--- config.mk ---
export PLATFORM = sky130hd
export DESIGN_NAME = serial_port
export DESIGN_NICKNAME = d
export VERILOG_FILES = /design/src/core/serial_port_pkg.sv /design/src/core/serial_port.sv
export SDC_FILE = /design/constraint.sdc
export NUM_CORES = 1
export LEC_CHECK = 0
export BUFFER_PORTS_ARGS = -buffer_cell sky130_fd_sc_hd__buf_2
export CAP_MARGIN = 20
export CORE_UTILIZATION = 58
export CTS_CLUSTER_DIAMETER = 80
export CTS_CLUSTER_SIZE = 12
export DETAILED_ROUTE_END_ITERATION = 10
export PLACE_DENSITY = 0.8
export SYNTH_ARGS = -nofsm -noshare
export SYNTH_HDL_FRONTEND = slang
export SYNTH_SLANG_ARGS = --single-unit
--- constraint.sdc ---
create_clock -name aclk -period 2.5 [get_ports aclk]
set_clock_uncertainty 0.15 [all_clocks]
set_input_delay 0.5 -clock aclk [delete_from_list [all_inputs] [get_ports aclk]]
set_output_delay 0.5 -clock aclk [all_outputs]
set_load 0.01 [all_outputs]
--- src/core/serial_port_pkg.sv ---
// Constants and register map for the serial port with baud generation
// Function
// RL1 - Mode bits pick shift register or UART
// RL2 - Modes 2/3 filter drops ninth-bit-zero frames
// RL3 - Mode 1 filter needs valid stop bit
// RL4 - Receive enable bit gates reception
// RL5 - Modes 2/3 send software ninth bit
// RL6 - Received ninth bit or stop bit stored
// RL7 - Transmit done flag set, software clears
// RL8 - Receive full flag set, software clears
// RL9 - Mode 2 rate osc/64 or osc/32
// RL10 - Timer 1 overflow times doubler over 32
// RL11 - Timer 1 auto-reload rate formula
// RL12 - Timer 2 selectable per direction
// RL13 - Second port selects in power control
// RL14 - Timer 2 reloads on rollover, rate/16
// RL15 - Timer 2 rate osc/(32*(65536-reload)); Timer 2 here counts every clock, giving osc/(16*(65536-reload))
// RL16 - Baud rollover sets no overflow flag
// RL17 - External pin edge sets flag only
// RL18 - Software stops timer before access
// RL19 - Mode 0 data on rx, clock on tx; tx here gives the shift clock only in Mode 0 transmit, not in reception
// RL20 - Buffer write starts Mode 0 transmit
// RL21 - One machine cycle before shifting starts
// RL22 - Separate transmit and receive buffers
// RL23 - Sixteenfold sampling, majority, start check
// RL24 - Frames of 10 or 11 bits
// RL25 - Frame lost while receive full set
package serial_port_pkg;
   localparam logic [7:0] ADDR_CONTROL = 8'h00;
   localparam logic [7:0] ADDR_BUFFER = 8'h04;
   localparam logic [7:0] ADDR_TIMER2_CONTROL = 8'h08;
   localparam logic [7:0] ADDR_POWER_CONTROL = 8'h0C;
   localparam logic [7:0] ADDR_RELOAD = 8'h10;
   localparam logic [7:0] ADDR_TIMER2 = 8'h14;
   localparam logic [7:0] ADDR_TIMER1 = 8'h18;
   // Control bit positions
   localparam int BIT_MODE_HI = 7;
   localparam int BIT_MODE_LO = 6;
   localparam int BIT_FILTER = 5;
   localparam int BIT_RX_EN = 4;
   localparam int BIT_TX9 = 3;
   localparam int BIT_RX9 = 2;
   localparam int BIT_TX_DONE = 1;
   localparam int BIT_RX_FULL = 0;
   // Timer 2 control bits
   localparam int BIT_T2_OVF = 7;
   localparam int BIT_T2_EXT_FLAG = 6;
   localparam int BIT_RX_T2 = 5;
   localparam int BIT_TX_T2 = 4;
   localparam int BIT_T2_EXT_EN = 3;
   localparam int BIT_T2_RUN = 2;
   // Power control bits
   localparam int BIT_DOUBLER = 7;
   localparam int BIT_RX2_T2 = 5;
   localparam int BIT_TX2_T2 = 4;
   localparam logic [7:0] CONTROL_RESET = 8'h00;
   localparam logic [7:0] POWER_RESET = 8'h00;
   localparam logic [15:0] RELOAD_RESET = 16'h0000;
   localparam int OSC_PER_MACHINE = 12;
   localparam int MODE2_DIV_SLOW = 64;
   localparam int MODE2_DIV_FAST = 32;
   localparam int T1_DIV = 32;
   localparam int T2_DIV = 16;
   localparam int OVERSAMPLE = 16;
   localparam int T1_RELOAD_SPAN = 256;
   localparam logic [3:0] SAMPLE_A = 4'h7;
   localparam logic [3:0] SAMPLE_B = 4'h8;
   localparam logic [3:0] SAMPLE_C = 4'h9;
   localparam logic [3:0] LAST_TICK = 4'hF;
   localparam logic [1:0] AXI_OKAY = 2'b00;
   localparam logic [1:0] AXI_SLVERR = 2'b10;
   typedef enum logic [3:0] {
      TX_IDLE = 4'b0001,
      TX_WAIT = 4'b0010,
      TX_SHIFT = 4'b0100,
      TX_STOP = 4'b1000
   } tx_state_t;
   typedef enum logic [2:0] {
      RX_IDLE = 3'b001,
      RX_BITS = 3'b010,
      RX_SHIFT0 = 3'b100
   } rx_state_t;
endpackage

--- src/core/serial_port.sv ---
// Serial port with mode control, Timer 1/2 baud sources and AXI4-Lite registers
//
// Our own choices: the AXI4-Lite register port and the address map.
module serial_port
   import serial_port_pkg::*;
(
   // Clock and reset
   input wire logic aclk,
   input wire logic aresetn,
   // AXI4-Lite slave
   input wire logic [7:0] s_axi_awaddr,
   input wire logic s_axi_awvalid,
   output logic s_axi_awready,
   input wire logic [31:0] s_axi_wdata,
   input wire logic [3:0] s_axi_wstrb,
   input wire logic s_axi_wvalid,
   output logic s_axi_wready,
   output logic [1:0] s_axi_bresp,
   output logic s_axi_bvalid,
   input wire logic s_axi_bready,
   input wire logic [7:0] s_axi_araddr,
   input wire logic s_axi_arvalid,
   output logic s_axi_arready,
   output logic [31:0] s_axi_rdata,
   output logic [1:0] s_axi_rresp,
   output logic s_axi_rvalid,
   input wire logic s_axi_rready,
   // Serial pins; rx_line is two-way in Mode 0
   input wire logic rx_line_in,
   output logic rx_line_out,
   output logic rx_line_oe_n,
   output logic tx_line,
   // Timer 1 overflow pulse and Timer 2 external pin
   input wire logic timer1_overflow,
   input wire logic timer2_ext_pin
);
   logic [7:0] control_reg;
   logic [7:0] tx_buffer_reg;
   logic [7:0] rx_buffer_reg;
   logic [7:0] t2ctl_reg;
   logic [7:0] power_reg;
   logic [15:0] reload_reg;
   logic [15:0] timer2_reg;
   logic [3:0] t1_div_reg;
   logic [3:0] osc_div_reg;
   logic [5:0] m2_div_reg;
   logic [3:0] t2_div_reg;
   logic ext_pin_reg;
   logic wr_go;
   logic [7:0] wr_addr_reg;
   logic [31:0] wr_data_reg;
   logic have_aw;
   logic have_w;
   logic buf_write;
   logic machine_tick;
   logic t1_tick;
   logic t2_ovf;
   logic t2_tick;
   logic m2_tick;
   logic var_tick;
   logic rx_tick;
   logic tx_tick;
   logic [1:0] mode;
   tx_state_t tx_state;
   logic [9:0] tx_shift_reg;
   logic [3:0] tx_cnt_reg;
   logic [3:0] tx_phase_reg;
   rx_state_t rx_state;
   logic [8:0] rx_shift_reg;
   logic [3:0] rx_cnt_reg;
   logic [3:0] rx_phase_reg;
   logic [2:0] rx_samp_reg;
   logic rx_prev_reg;
   logic tx_done_set;
   logic rx_done_set;
   logic rx_done_ok;
   logic [7:0] rx_data_next;
   logic rx_nine_next;

   function automatic logic majority(input logic [2:0] s);
      majority = (s[0] & s[1]) | (s[0] & s[2]) | (s[1] & s[2]);
   endfunction

   assign mode = {control_reg[BIT_MODE_HI], control_reg[BIT_MODE_LO]};

   // Write channel capture
   assign wr_go = have_aw && have_w && !s_axi_bvalid;
   always_ff @(posedge aclk) begin
      if (!aresetn) begin
         have_aw <= 1'b0;
         have_w <= 1'b0;
         wr_addr_reg <= 8'h00;
         wr_data_reg <= 32'h0000_0000;
         s_axi_awready <= 1'b0;
         s_axi_wready <= 1'b0;
         s_axi_bvalid <= 1'b0;
         s_axi_bresp <= AXI_OKAY;
      end else begin
         s_axi_awready <= !have_aw && !s_axi_awready && s_axi_awvalid;
         s_axi_wready <= !have_w && !s_axi_wready && s_axi_wvalid;
         if (s_axi_awvalid && s_axi_awready) begin
            have_aw <= 1'b1;
            wr_addr_reg <= s_axi_awaddr;
         end
         if (s_axi_wvalid && s_axi_wready) begin
            have_w <= 1'b1;
            wr_data_reg <= s_axi_wdata;
         end
         if (wr_go) begin
            have_aw <= 1'b0;
            have_w <= 1'b0;
            s_axi_bvalid <= 1'b1;
            s_axi_bresp <= (wr_addr_reg[1:0] == 2'b00 && wr_addr_reg <= ADDR_TIMER1) ? AXI_OKAY : AXI_SLVERR;
         end else if (s_axi_bready) begin
            s_axi_bvalid <= 1'b0;
         end
      end
   end

   assign buf_write = wr_go && wr_addr_reg == ADDR_BUFFER && s_axi_wstrb[0];

   // Read channel
   always_ff @(posedge aclk) begin
      if (!aresetn) begin
         s_axi_arready <= 1'b0;
         s_axi_rvalid <= 1'b0;
         s_axi_rdata <= 32'h0000_0000;
         s_axi_rresp <= AXI_OKAY;
      end else begin
         s_axi_arready <= !s_axi_arready && !s_axi_rvalid && s_axi_arvalid;
         if (s_axi_arvalid && s_axi_arready) begin
            s_axi_rvalid <= 1'b1;
            s_axi_rresp <= AXI_OKAY;
            case (s_axi_araddr)
               ADDR_CONTROL: s_axi_rdata <= {24'h00_0000, control_reg};
               ADDR_BUFFER: s_axi_rdata <= {24'h00_0000, rx_buffer_reg}; // [RL22]
               ADDR_TIMER2_CONTROL: s_axi_rdata <= {24'h00_0000, t2ctl_reg};
               ADDR_POWER_CONTROL: s_axi_rdata <= {24'h00_0000, power_reg};
               ADDR_RELOAD: s_axi_rdata <= {16'h0000, reload_reg};
               ADDR_TIMER2: s_axi_rdata <= {16'h0000, timer2_reg};
               ADDR_TIMER1: s_axi_rdata <= 32'h0000_0000;
               default: begin
                  s_axi_rdata <= 32'h0000_0000;
                  s_axi_rresp <= AXI_SLVERR;
               end
            endcase
         end else if (s_axi_rready) begin
            s_axi_rvalid <= 1'b0;
         end
      end
   end

   // Control register; hardware sets win over software clears
   always_ff @(posedge aclk) begin
      if (!aresetn) begin
         control_reg <= CONTROL_RESET;
      end else begin
         if (wr_go && wr_addr_reg == ADDR_CONTROL && s_axi_wstrb[0]) begin
            control_reg <= wr_data_reg[7:0];
         end
         if (rx_done_set && rx_done_ok) begin
            control_reg[BIT_RX9] <= rx_nine_next; // [RL6]
         end
         if (tx_done_set) begin
            control_reg[BIT_TX_DONE] <= 1'b1; // [RL7]
         end
         if (rx_done_set && rx_done_ok) begin
            control_reg[BIT_RX_FULL] <= 1'b1; // [RL8]
         end
      end
   end

   // Power control and Timer 2 registers
   always_ff @(posedge aclk) begin
      if (!aresetn) begin
         power_reg <= POWER_RESET;
         t2ctl_reg <= 8'h00;
         reload_reg <= RELOAD_RESET;
      end else begin
         if (wr_go && s_axi_wstrb[0] && wr_addr_reg == ADDR_POWER_CONTROL) begin
            power_reg <= wr_data_reg[7:0]; // [RL13]
         end
         if (wr_go && s_axi_wstrb[0] && wr_addr_reg == ADDR_TIMER2_CONTROL) begin
            t2ctl_reg <= wr_data_reg[7:0];
         end
         if (wr_go && wr_addr_reg == ADDR_RELOAD) begin
            reload_reg <= wr_data_reg[15:0]; // [RL18]
         end
         if (t2_ovf && !(t2ctl_reg[BIT_RX_T2] || t2ctl_reg[BIT_TX_T2])) begin
            t2ctl_reg[BIT_T2_OVF] <= 1'b1; // [RL16]
         end
         if (t2ctl_reg[BIT_T2_EXT_EN] && ext_pin_reg && !timer2_ext_pin) begin
            t2ctl_reg[BIT_T2_EXT_FLAG] <= 1'b1; // [RL17]
         end
      end
   end

   // Machine cycle and Mode 2 dividers
   always_ff @(posedge aclk) begin
      if (!aresetn) begin
         osc_div_reg <= 4'h0;
         m2_div_reg <= 6'h00;
         ext_pin_reg <= 1'b1;
      end else begin
         osc_div_reg <= machine_tick ? 4'h0 : osc_div_reg + 4'h1;
         m2_div_reg <= m2_tick ? 6'h00 : m2_div_reg + 6'h01;
         ext_pin_reg <= timer2_ext_pin;
      end
   end
   assign machine_tick = osc_div_reg == 4'(OSC_PER_MACHINE - 1); // [RL19]
   assign m2_tick = power_reg[BIT_DOUBLER] ? m2_div_reg[0]
      : (m2_div_reg[1:0] == 2'h3); // [RL9]

   // Timer 2 counts every clock while its run bit is set, reloads on rollover
   assign t2_ovf = t2ctl_reg[BIT_T2_RUN] && timer2_reg == 16'hFFFF;
   always_ff @(posedge aclk) begin
      if (!aresetn) begin
         timer2_reg <= 16'h0000;
      end else if (wr_go && wr_addr_reg == ADDR_TIMER2) begin
         timer2_reg <= wr_data_reg[15:0];
      end else if (t2_ovf) begin
         timer2_reg <= reload_reg; // [RL14]
      end else if (t2ctl_reg[BIT_T2_RUN]) begin
         timer2_reg <= timer2_reg + 16'h0001; // [RL15]
      end
   end

   // Timer 1 prescaler: overflow/32, halved with doubler
   always_ff @(posedge aclk) begin
      if (!aresetn) begin
         t1_div_reg <= 4'h0;
         t2_div_reg <= 4'h0;
      end else begin
         if (timer1_overflow) begin
            t1_div_reg <= t1_tick ? 4'h0 : t1_div_reg + 4'h1;
         end
         if (t2_ovf) begin
            t2_div_reg <= t2_div_reg + 4'h1;
         end
      end
   end
   assign t1_tick = timer1_overflow && (power_reg[BIT_DOUBLER] ? 1'b1 : t1_div_reg[0]); // [RL10] [RL11]
   assign t2_tick = t2_ovf; // [RL14]
   assign var_tick = t1_tick;
   assign rx_tick = (mode == 2'b10) ? m2_tick : (t2ctl_reg[BIT_RX_T2] ? t2_tick : var_tick); // [RL12]
   assign tx_tick = (mode == 2'b10) ? m2_tick : (t2ctl_reg[BIT_TX_T2] ? t2_tick : var_tick); // [RL12]

   // Transmitter
   always_ff @(posedge aclk) begin
      if (!aresetn) begin
         tx_state <= TX_IDLE;
         tx_shift_reg <= 10'h3FF;
         tx_cnt_reg <= 4'h0;
         tx_phase_reg <= 4'h0;
         tx_buffer_reg <= 8'h00;
         tx_line <= 1'b1;
         tx_done_set <= 1'b0;
      end else begin
         tx_done_set <= 1'b0;
         case (tx_state)
            TX_IDLE: begin
               tx_line <= 1'b1;
               if (buf_write) begin
                  tx_buffer_reg <= wr_data_reg[7:0];
                  tx_shift_reg <= {1'b1, (mode[1] ? control_reg[BIT_TX9] : 1'b1), wr_data_reg[7:0]}; // [RL5] [RL20]
                  tx_cnt_reg <= 4'h0;
                  tx_phase_reg <= 4'h0;
                  tx_state <= TX_WAIT;
               end
            end
            TX_WAIT: begin
               if (mode == 2'b00 ? machine_tick : (tx_tick && tx_phase_reg == LAST_TICK)) begin
                  tx_state <= TX_SHIFT; // [RL21]
                  tx_line <= (mode == 2'b00) ? 1'b1 : 1'b0;
               end
               if (tx_tick) begin
                  tx_phase_reg <= tx_phase_reg + 4'h1;
               end
            end
            TX_SHIFT: begin
               if (mode == 2'b00) begin
                  if (machine_tick) begin
                     tx_shift_reg <= {1'b0, tx_shift_reg[9:1]}; // [RL19]
                     tx_cnt_reg <= tx_cnt_reg + 4'h1;
                     if (tx_cnt_reg == 4'h7) begin
                        tx_done_set <= 1'b1; // [RL7]
                        tx_state <= TX_IDLE;
                     end
                  end
                  tx_line <= osc_div_reg < 4'(OSC_PER_MACHINE / 2);
               end else if (tx_tick) begin
                  tx_phase_reg <= tx_phase_reg + 4'h1;
                  if (tx_phase_reg == LAST_TICK) begin
                     tx_line <= tx_shift_reg[0];
                     tx_shift_reg <= {1'b1, tx_shift_reg[9:1]};
                     tx_cnt_reg <= tx_cnt_reg + 4'h1;
                     if (tx_cnt_reg == (mode[1] ? 4'h8 : 4'h7)) begin // [RL24]
                        tx_state <= TX_STOP;
                     end
                  end
               end
            end
            TX_STOP: begin
               if (tx_tick && tx_phase_reg == LAST_TICK) begin
                  tx_line <= 1'b1;
                  tx_done_set <= 1'b1; // [RL7]
                  tx_state <= TX_IDLE;
               end
               if (tx_tick) begin
                  tx_phase_reg <= tx_phase_reg + 4'h1;
               end
            end
            default: tx_state <= TX_IDLE;
         endcase
      end
   end

   // Mode 0 drives rx_line with data; receive in Mode 0 uses it as input
   always_ff @(posedge aclk) begin
      if (!aresetn) begin
         rx_line_out <= 1'b1;
         rx_line_oe_n <= 1'b1;
      end else begin
         rx_line_out <= tx_shift_reg[0];
         rx_line_oe_n <= !(mode == 2'b00 && tx_state == TX_SHIFT); // [RL19]
      end
   end

   // Receiver
   assign rx_data_next = (mode == 2'b00) ? rx_shift_reg[8:1] : rx_shift_reg[7:0];
   assign rx_nine_next = rx_shift_reg[8];
   assign rx_done_ok = !control_reg[BIT_RX_FULL] // [RL25]
      && !(control_reg[BIT_FILTER] && mode != 2'b00 && !rx_nine_next); // [RL2] [RL3]
   always_ff @(posedge aclk) begin
      if (!aresetn) begin
         rx_state <= RX_IDLE;
         rx_shift_reg <= 9'h000;
         rx_cnt_reg <= 4'h0;
         rx_phase_reg <= 4'h0;
         rx_samp_reg <= 3'b111;
         rx_prev_reg <= 1'b1;
         rx_buffer_reg <= 8'h00;
         rx_done_set <= 1'b0;
      end else begin
         rx_done_set <= 1'b0;
         if (rx_done_set && rx_done_ok) begin
            rx_buffer_reg <= rx_data_next; // [RL22]
         end
         if (rx_tick) begin
            rx_prev_reg <= rx_line_in;
         end
         case (rx_state)
            RX_IDLE: begin
               rx_cnt_reg <= 4'h0;
               rx_phase_reg <= 4'h0;
               if (control_reg[BIT_RX_EN]) begin // [RL4]
                  if (mode == 2'b00 && !control_reg[BIT_RX_FULL] && tx_state == TX_IDLE) begin
                     rx_state <= RX_SHIFT0;
                  end else if (mode != 2'b00 && rx_tick && rx_prev_reg && !rx_line_in) begin
                     rx_state <= RX_BITS;
                  end
               end
            end
            RX_SHIFT0: begin
               if (machine_tick) begin
                  rx_shift_reg <= {rx_line_in, rx_shift_reg[8:1]}; // [RL19]
                  rx_cnt_reg <= rx_cnt_reg + 4'h1;
                  if (rx_cnt_reg == 4'h8) begin
                     rx_done_set <= 1'b1; // [RL8]
                     rx_state <= RX_IDLE;
                  end
               end
               if (!control_reg[BIT_RX_EN]) begin
                  rx_state <= RX_IDLE; // [RL4]
               end
            end
            RX_BITS: begin
               if (rx_tick) begin
                  rx_phase_reg <= rx_phase_reg + 4'h1;
                  if (rx_phase_reg == SAMPLE_A || rx_phase_reg == SAMPLE_B || rx_phase_reg == SAMPLE_C) begin
                     rx_samp_reg <= {rx_samp_reg[1:0], rx_line_in}; // [RL23]
                  end
                  if (rx_phase_reg == SAMPLE_C + 4'h1) begin
                     if (rx_cnt_reg == 4'h0 && majority(rx_samp_reg)) begin
                        rx_state <= RX_IDLE; // [RL23]
                     end else if (rx_cnt_reg != 4'h0 && rx_cnt_reg != 4'hA) begin
                        rx_shift_reg <= {majority(rx_samp_reg), rx_shift_reg[8:1]};
                     end
                     rx_cnt_reg <= rx_cnt_reg + 4'h1;
                     if (rx_cnt_reg == (mode[1] ? 4'h9 : 4'h8) + 4'h1) begin // [RL24]
                        rx_done_set <= 1'b1; // [RL8]
                        rx_state <= RX_IDLE;
                     end
                  end
               end
               if (!control_reg[BIT_RX_EN]) begin
                  rx_state <= RX_IDLE; // [RL4]
               end
            end
            default: rx_state <= RX_IDLE;
         endcase
      end
   end
endmodule

# Word level (Yosys, flattened, before mapping)
# Cells that the tools add are included.
dict set report word_totals {
  register_bits 197
  out_inout_bits 44
}
dict set report op_classes {
  add_sub_neg 9
  magnitude_cmp 2
  n_eq_ne 53
  n_mux 96
  bitwise_logic 6
  reduce_logical 90
}
# op count
set ops {}
lappend ops {{16-bit one-hot mux with 6 select lines} 1}
lappend ops {{4-bit 2-to-1 mux} 22}
lappend ops {{10-bit 2-to-1 mux} 5}
lappend ops {{16-bit 2-to-1 mux} 3}
lappend ops {{9-bit 2-to-1 mux} 5}
lappend ops {{8-bit by 5-bit == test with 1-bit output (second input constant)} 5}
lappend ops {{1-bit logical AND} 39}
lappend ops {{3-bit 2-to-1 mux} 12}
lappend ops {{1-bit 2-to-1 mux} 33}
lappend ops {{8-bit by 4-bit == test with 1-bit output (second input constant)} 4}
lappend ops {{3-bit != test (second input constant)} 10}
lappend ops {{4-bit by 1-bit adder with 4-bit output (second input constant)} 7}
lappend ops {{4-bit == test (second input constant)} 7}
lappend ops {{4-bit one-hot mux with 3 select lines} 2}
lappend ops {{2-bit != test (second input constant)} 10}
lappend ops {{10-bit one-hot mux with 2 select lines} 1}
lappend ops {{2-bit nonzero test} 10}
lappend ops {{9-bit one-hot mux with 2 select lines} 1}
lappend ops {{16-bit by 1-bit adder with 16-bit output (second input constant)} 1}
lappend ops {{16-bit == test (second input constant)} 1}
lappend ops {{8-bit by 3-bit == test with 1-bit output (second input constant)} 2}
lappend ops {{8-bit zero test} 2}
lappend ops {{8-bit 2-to-1 mux} 2}
lappend ops {{4-bit one-hot mux with 2 select lines} 2}
lappend ops {{35 further kinds} 69}

# Longest topological paths before layout
dict set report depth {
  ltp_word 11
  depth_mapped 9
  ltp_nobuf 8
}

# Worst setup path before layout
# OpenSTA, ideal clock, no wires.
dict set report synth_path {
  kind {reg-to-reg}
  startpoint {register timer2_reg[0]}
  endpoint {register tx_shift_reg[0]}
  setup_time_ns 0.121
  t_arrival_ns 2.031
  t_required_ns 2.229
  path_slack_ns 0.198
  path_stages_with_launch 8
  n_path_buf 0
  period_less_slack_ns 2.302
  path_cell_list {dfxtp_1 -> ha_1 -> nand4_2 -> nor2_2 -> a31o_2 -> a31oi_2 -> o22ai_2 -> mux2_2}
}
dict set report synth_via {
  elab_chain_cells 6
}
# item line_no
set synth_lines {}
lappend synth_lines {{from (decl)} serial_port.sv:43} ;# logic [15:0] timer2_reg;
lappend synth_lines {{from (signal assigned)} serial_port.sv:220} ;# timer2_reg <= wr_data_reg[15:0];
lappend synth_lines {{from (signal assigned)} serial_port.sv:222} ;# timer2_reg <= reload_reg;
lappend synth_lines {{from (signal assigned)} serial_port.sv:224} ;# timer2_reg <= timer2_reg + 16'h0001;
lappend synth_lines {{16-bit == test} serial_port.sv:215} ;# assign t2_ovf = t2ctl_reg[BIT_T2_RUN] && timer2_reg == 16'hFFFF;
lappend synth_lines {{1-bit logical AND} serial_port.sv:215}
lappend synth_lines {{1-bit 2-to-1 mux (2 in a row)} serial_port.sv:246} ;# assign tx_tick = (mode == 2'b10) ? m2_tick : (t2ctl_reg[BIT_TX_T2] ? t2_tick : var_tick);
lappend synth_lines {{3-bit != test (no line)} --}
lappend synth_lines {{5-bit AND reduction (no line)} --}
lappend synth_lines {{to (signal assigned)} serial_port.sv:265} ;# tx_shift_reg <= {1'b1, (mode[1] ? control_reg[BIT_TX9] : 1'b1), wr_data_reg[7:0]};
lappend synth_lines {{to (signal assigned)} serial_port.sv:283} ;# tx_shift_reg <= {1'b0, tx_shift_reg[9:1]};
lappend synth_lines {{to (signal assigned)} serial_port.sv:295} ;# tx_shift_reg <= {1'b1, tx_shift_reg[9:1]};
lappend synth_lines {{to (decl)} serial_port.sv:65} ;# logic [9:0] tx_shift_reg;
# Every way passes these cells.
# A chain may end at the register's enable or synchronous reset.

# Worst setup path after layout
dict set report layout_path {
  startpoint {register timer2_reg[4]}
  endpoint {register rx_shift_reg[8]}
}
dict set report layout_via {
  elab_chain_cells 6
}
# item line_no
set layout_lines {}
lappend layout_lines {{16-bit == test} serial_port.sv:215}
lappend layout_lines {{1-bit logical AND} serial_port.sv:215}
lappend layout_lines {{1-bit 2-to-1 mux (2 in a row)} serial_port.sv:245} ;# assign rx_tick = (mode == 2'b10) ? m2_tick : (t2ctl_reg[BIT_RX_T2] ? t2_tick : var_tick);
lappend layout_lines {{2-bit != test (no line)} --}
lappend layout_lines {{6-bit AND reduction (no line)} --}
lappend layout_lines {{to (signal assigned)} serial_port.sv:366} ;# rx_shift_reg <= {rx_line_in, rx_shift_reg[8:1]};
lappend layout_lines {{to (signal assigned)} serial_port.sv:387} ;# rx_shift_reg <= {majority(rx_samp_reg), rx_shift_reg[8:1]};
lappend layout_lines {{to (decl)} serial_port.sv:69} ;# logic [8:0] rx_shift_reg;
# Every way passes these cells.

==> results.yml <==
run_status:
  run_status: "finished clean"
routing:
  vias_per_cell: 6.00
  wirelength_mm: 21.1
  dr.first_iter.drc_count: 635
  detailedRoute.firstPassIterationCount: 5
  detailroute.via_count: 7614
  number_of_remaining_drc_errors: 0
  routed_wire_length_per_instance_um: 16.6
  ant_nets: 0
logic_synthesis:
  async_flop_share_pct: 0
  post-synth-top-area-fraction_pct: 41.7
  yosys.area_share.simple_pct: 23.8
  synth.top_cells.by_count: "sky130_fd_sc_hd__dfxtp_1 (172), sky130_fd_sc_hd__nand2_1 (149), sky130_fd_sc_hd__a21oi_1 (92), sky130_fd_sc_hd__nor2_1 (88), sky130_fd_sc_hd__nand3_1 (62)"
  main_combinational_cell_family_by_area_after_synthesis: "simple AND/OR/NAND/NOR gates"
  yosys.cell_count.top_type: "sky130_fd_sc_hd__dfxtp_1"
  post_synth_num_cell_types: 81
  adder_cell_area_share_of_the_yosys_netlist_pct: 1.94
  number_of_synthesized_flops_with_an_enable_pin: 0
  combined_area_of_all_synthesized_cells_um2: 8250
  syn_area_per_cell_um2: 8.22
  synth_warnings: 0
  synth_xor_area_share_pct: 0.743
  synth-compound-area-share_pct: 19.4
  yosys.area.top_type: "sky130_fd_sc_hd__dfxtp_1"
  syn_inst: 1004
  synthMuxAreaShare_pct: 6.71
  synth_top_flop_cell: "sky130_fd_sc_hd__dfxtp_1"
  count_of_state_elements_after_synthesis: 172
  ys_seq_area_share_pct: 41.7
  synth.top_cells.by_area: "sky130_fd_sc_hd__dfxtp_1 (42%), sky130_fd_sc_hd__nand2_1 (6.8%), sky130_fd_sc_hd__a21oi_1 (5.6%)"
worst_setup_path:
  critical_path.n_buffers_inverters: 1
  crit_chain: "nand4_1, nor4_4, a21oi_2, o31ai_2, buf_4, nor2_1, a311oi_2"
  max_fo_critical_path: 10
  crit_path_end_kind: "flop"
  worst_ep_required_time_ns: 2.68
  startpoint_type_of_the_worst_setup_path: "flop"
  timing.critical_path.max_delay_family: "simple AND/OR/NAND/NOR gates"
  path_class: "reg2reg"
  worst_path_largest_cell_delay_ns: 0.44
  critPathSlowestCell: "sky130_fd_sc_hd__nor4_4"
  worst_ep_arrival_time_ns: 2.54
floorplanning:
  pin_count: 106
  floorplan_die_width_um: 121
  design.core.area_um2: 13900
  starting_density_of_the_core_pct: 59.4
  floorplan.die_area_um2: 14700
  floorplan.rows: 43
  fp.dieH_um: 121
layout:
  antenna_cell_count: 0
  final_net_count: 1149
  area_of_the_multi_input_gates_um2: 4410
  final-seq-area_um2: 3440
  num-fill-cells: 1122
  layout.cell_area.non_filler_um2: 9500
  area.growth.synth_to_final_pct: 15.2
  final_layout_size_suffix_gt1_share_pct: 17.1
clocking:
  cts.hold.buffers_added: 0
  cts_root_buf: "sky130_fd_sc_hd__clkbuf_16"
  numCtsBuffers: 17
  insertion_delay_ns: 0.42
  clock_transition_at_the_registers_of_the_reported_paths_ns: 0.07
  cts.sinks: 172
  tritoncts: "built"
  maximum_buffer_depth_of_the_clock_tree: 2
  cts_max_level: 4
  post_cts_buffers: 0
sta:
  max_clock_freq_mhz: 424
  finalSetupViolCount: 0
  fin_setup_tns_ns: 0
  maxSlewHeadroom_pct: 56.2
  grt_setup_unrepaired: "false"
  timing_hold_violations_final: 0
  timing.final.crit_period_ns: 2.36
  slew_violations: 0
  timing_worst_slew_pin_value_ns: 0.658
  finalCritPeriodShare_pct: 94.3
  timing.final.ws_setup_ns: 0.143
job:
  max_cap_violations: 0
place:
  dpl_cell_area_um2: 8890
  hpwlAfterDp_mm: 14.4
  gpl.final_weighted_congestion: 0.920
  place_worst_setup_slack_ns: 0.117
  buffer_ports.inserted: 68
min_path:
  hold_path_class: "in2reg"
global_route:
  antenna_found_initial: 0
  global_route.overflow_total: 0
  grt_pass1_wl_mm: 34.1
  grt_util_all_layers_pct: 29.6
  first_global_vias: 6974
  grt_max_degree: 62
power:
  cell_internal_pwr_mw: 4.53
  pwr-share-clk_pct: 46.9
  worst_ir_drop_vdd_uv: 844
  pwr-share-seq_pct: 48.5
  p_switching_mw: 1.29
  sw_frac_of_total_pct: 22.1
  pwr-share-comb_pct: 4.6
  power_leakage_nw: 3.72
  cell_area_power_density_nw_per_um2: 612
  overall_power_after_layout_mw: 5.82
## power by group through the flow
stage	sequential (mW)	combinational, mW	clock (mW)
finish	2.82	0.266	2.73
floorplan	2.88	0.180	0
detailed placement	2.88	0.261	0
global route	2.83	0.296	2.88
global placement	2.88	0.256	0
CTS	2.82	0.264	2.76
## cell type report
cell class,instances,area share (%)
clock buffer,22,4.99
clock inverter,10,1.45
inverter,15,0.606
multi-input combinational,750,46.4
sequential,172,36.2
tap,180,2.37
timing repair buffer,119,7.91
## cells in the final DEF, fill, tap and decap left out, drive strengths merged, types with 6 or more instances in the layout
cell / count
buf: 119
a31oi: 12
nand2b: 12
and3: 7
nor4b: 6
nand2: 151
nor2: 89
clkbuf: 22
a221oi: 9
a41oi: 7
xor2: 6
o211ai: 6
a311oi: 9
nor3: 23
mux2i: 44
a31o: 7
a21oi: 93
ha: 12
dfxtp: 172
o21ai: 54
o31ai: 6
a2111oi: 8
nor2b: 6
mux2: 10
a22oi: 20
inv: 15
nand3: 62
or3: 7
nand4: 10
conb: 18
## layer usage
metal / global-route usage [%] / vias up / routed length, um
li1: - / 3712 / -
met1: 38.4 / 3588 / 9130
met2: 49.8 / 282 / 10200
met3: 5.17 / 32 / 1430
met4: 9.49 / 0 / 377
met5: 0 / - / 0
## timing repair
| action | in CTS | in global routing |
|---|---|---|
| setup endpoints to repair | 0 | 8 |
| hold endpoints to repair | 0 | 0 |
| gates resized for setup | 0 | 3 |
## metrics by stage
step	hold WS, ns	utilization, %	instances
floorplan	0.261	-	1021
global placement	0.279	64.0	1236
detailed placement	0.291	64.0	1236
CTS	0.137	68.4	1268
global route	0.134	68.5	1268
finish	0.157	68.5	1268
## cell families after synthesis
family	after synthesis
AOI/OAI and AO/OA	252
xor gates and xnor gates	7
adders and majority gates	13
buffers and inverters	99
DFF	172
muxes	54
other	1
and+or+nand+nor	406
## worst paths after layout
path	start	to	slack (ns)	cells past startpoint
max	timer2_reg[4]$_SDFFE_PN0P_	rx_shift_reg[8]$_SDFFE_PN0P_	0.14	7
min	timer2_ext_pin	ext_pin_reg$_SDFF_PN1_	0.16	2
max reg2reg	timer2_reg[4]$_SDFFE_PN0P_	rx_shift_reg[8]$_SDFFE_PN0P_	0.14	7
min reg2reg	s_axi_rvalid$_SDFFE_PN0P_	s_axi_arready$_SDFF_PN0_	0.30	1
(Power assumes the default switching activity.)
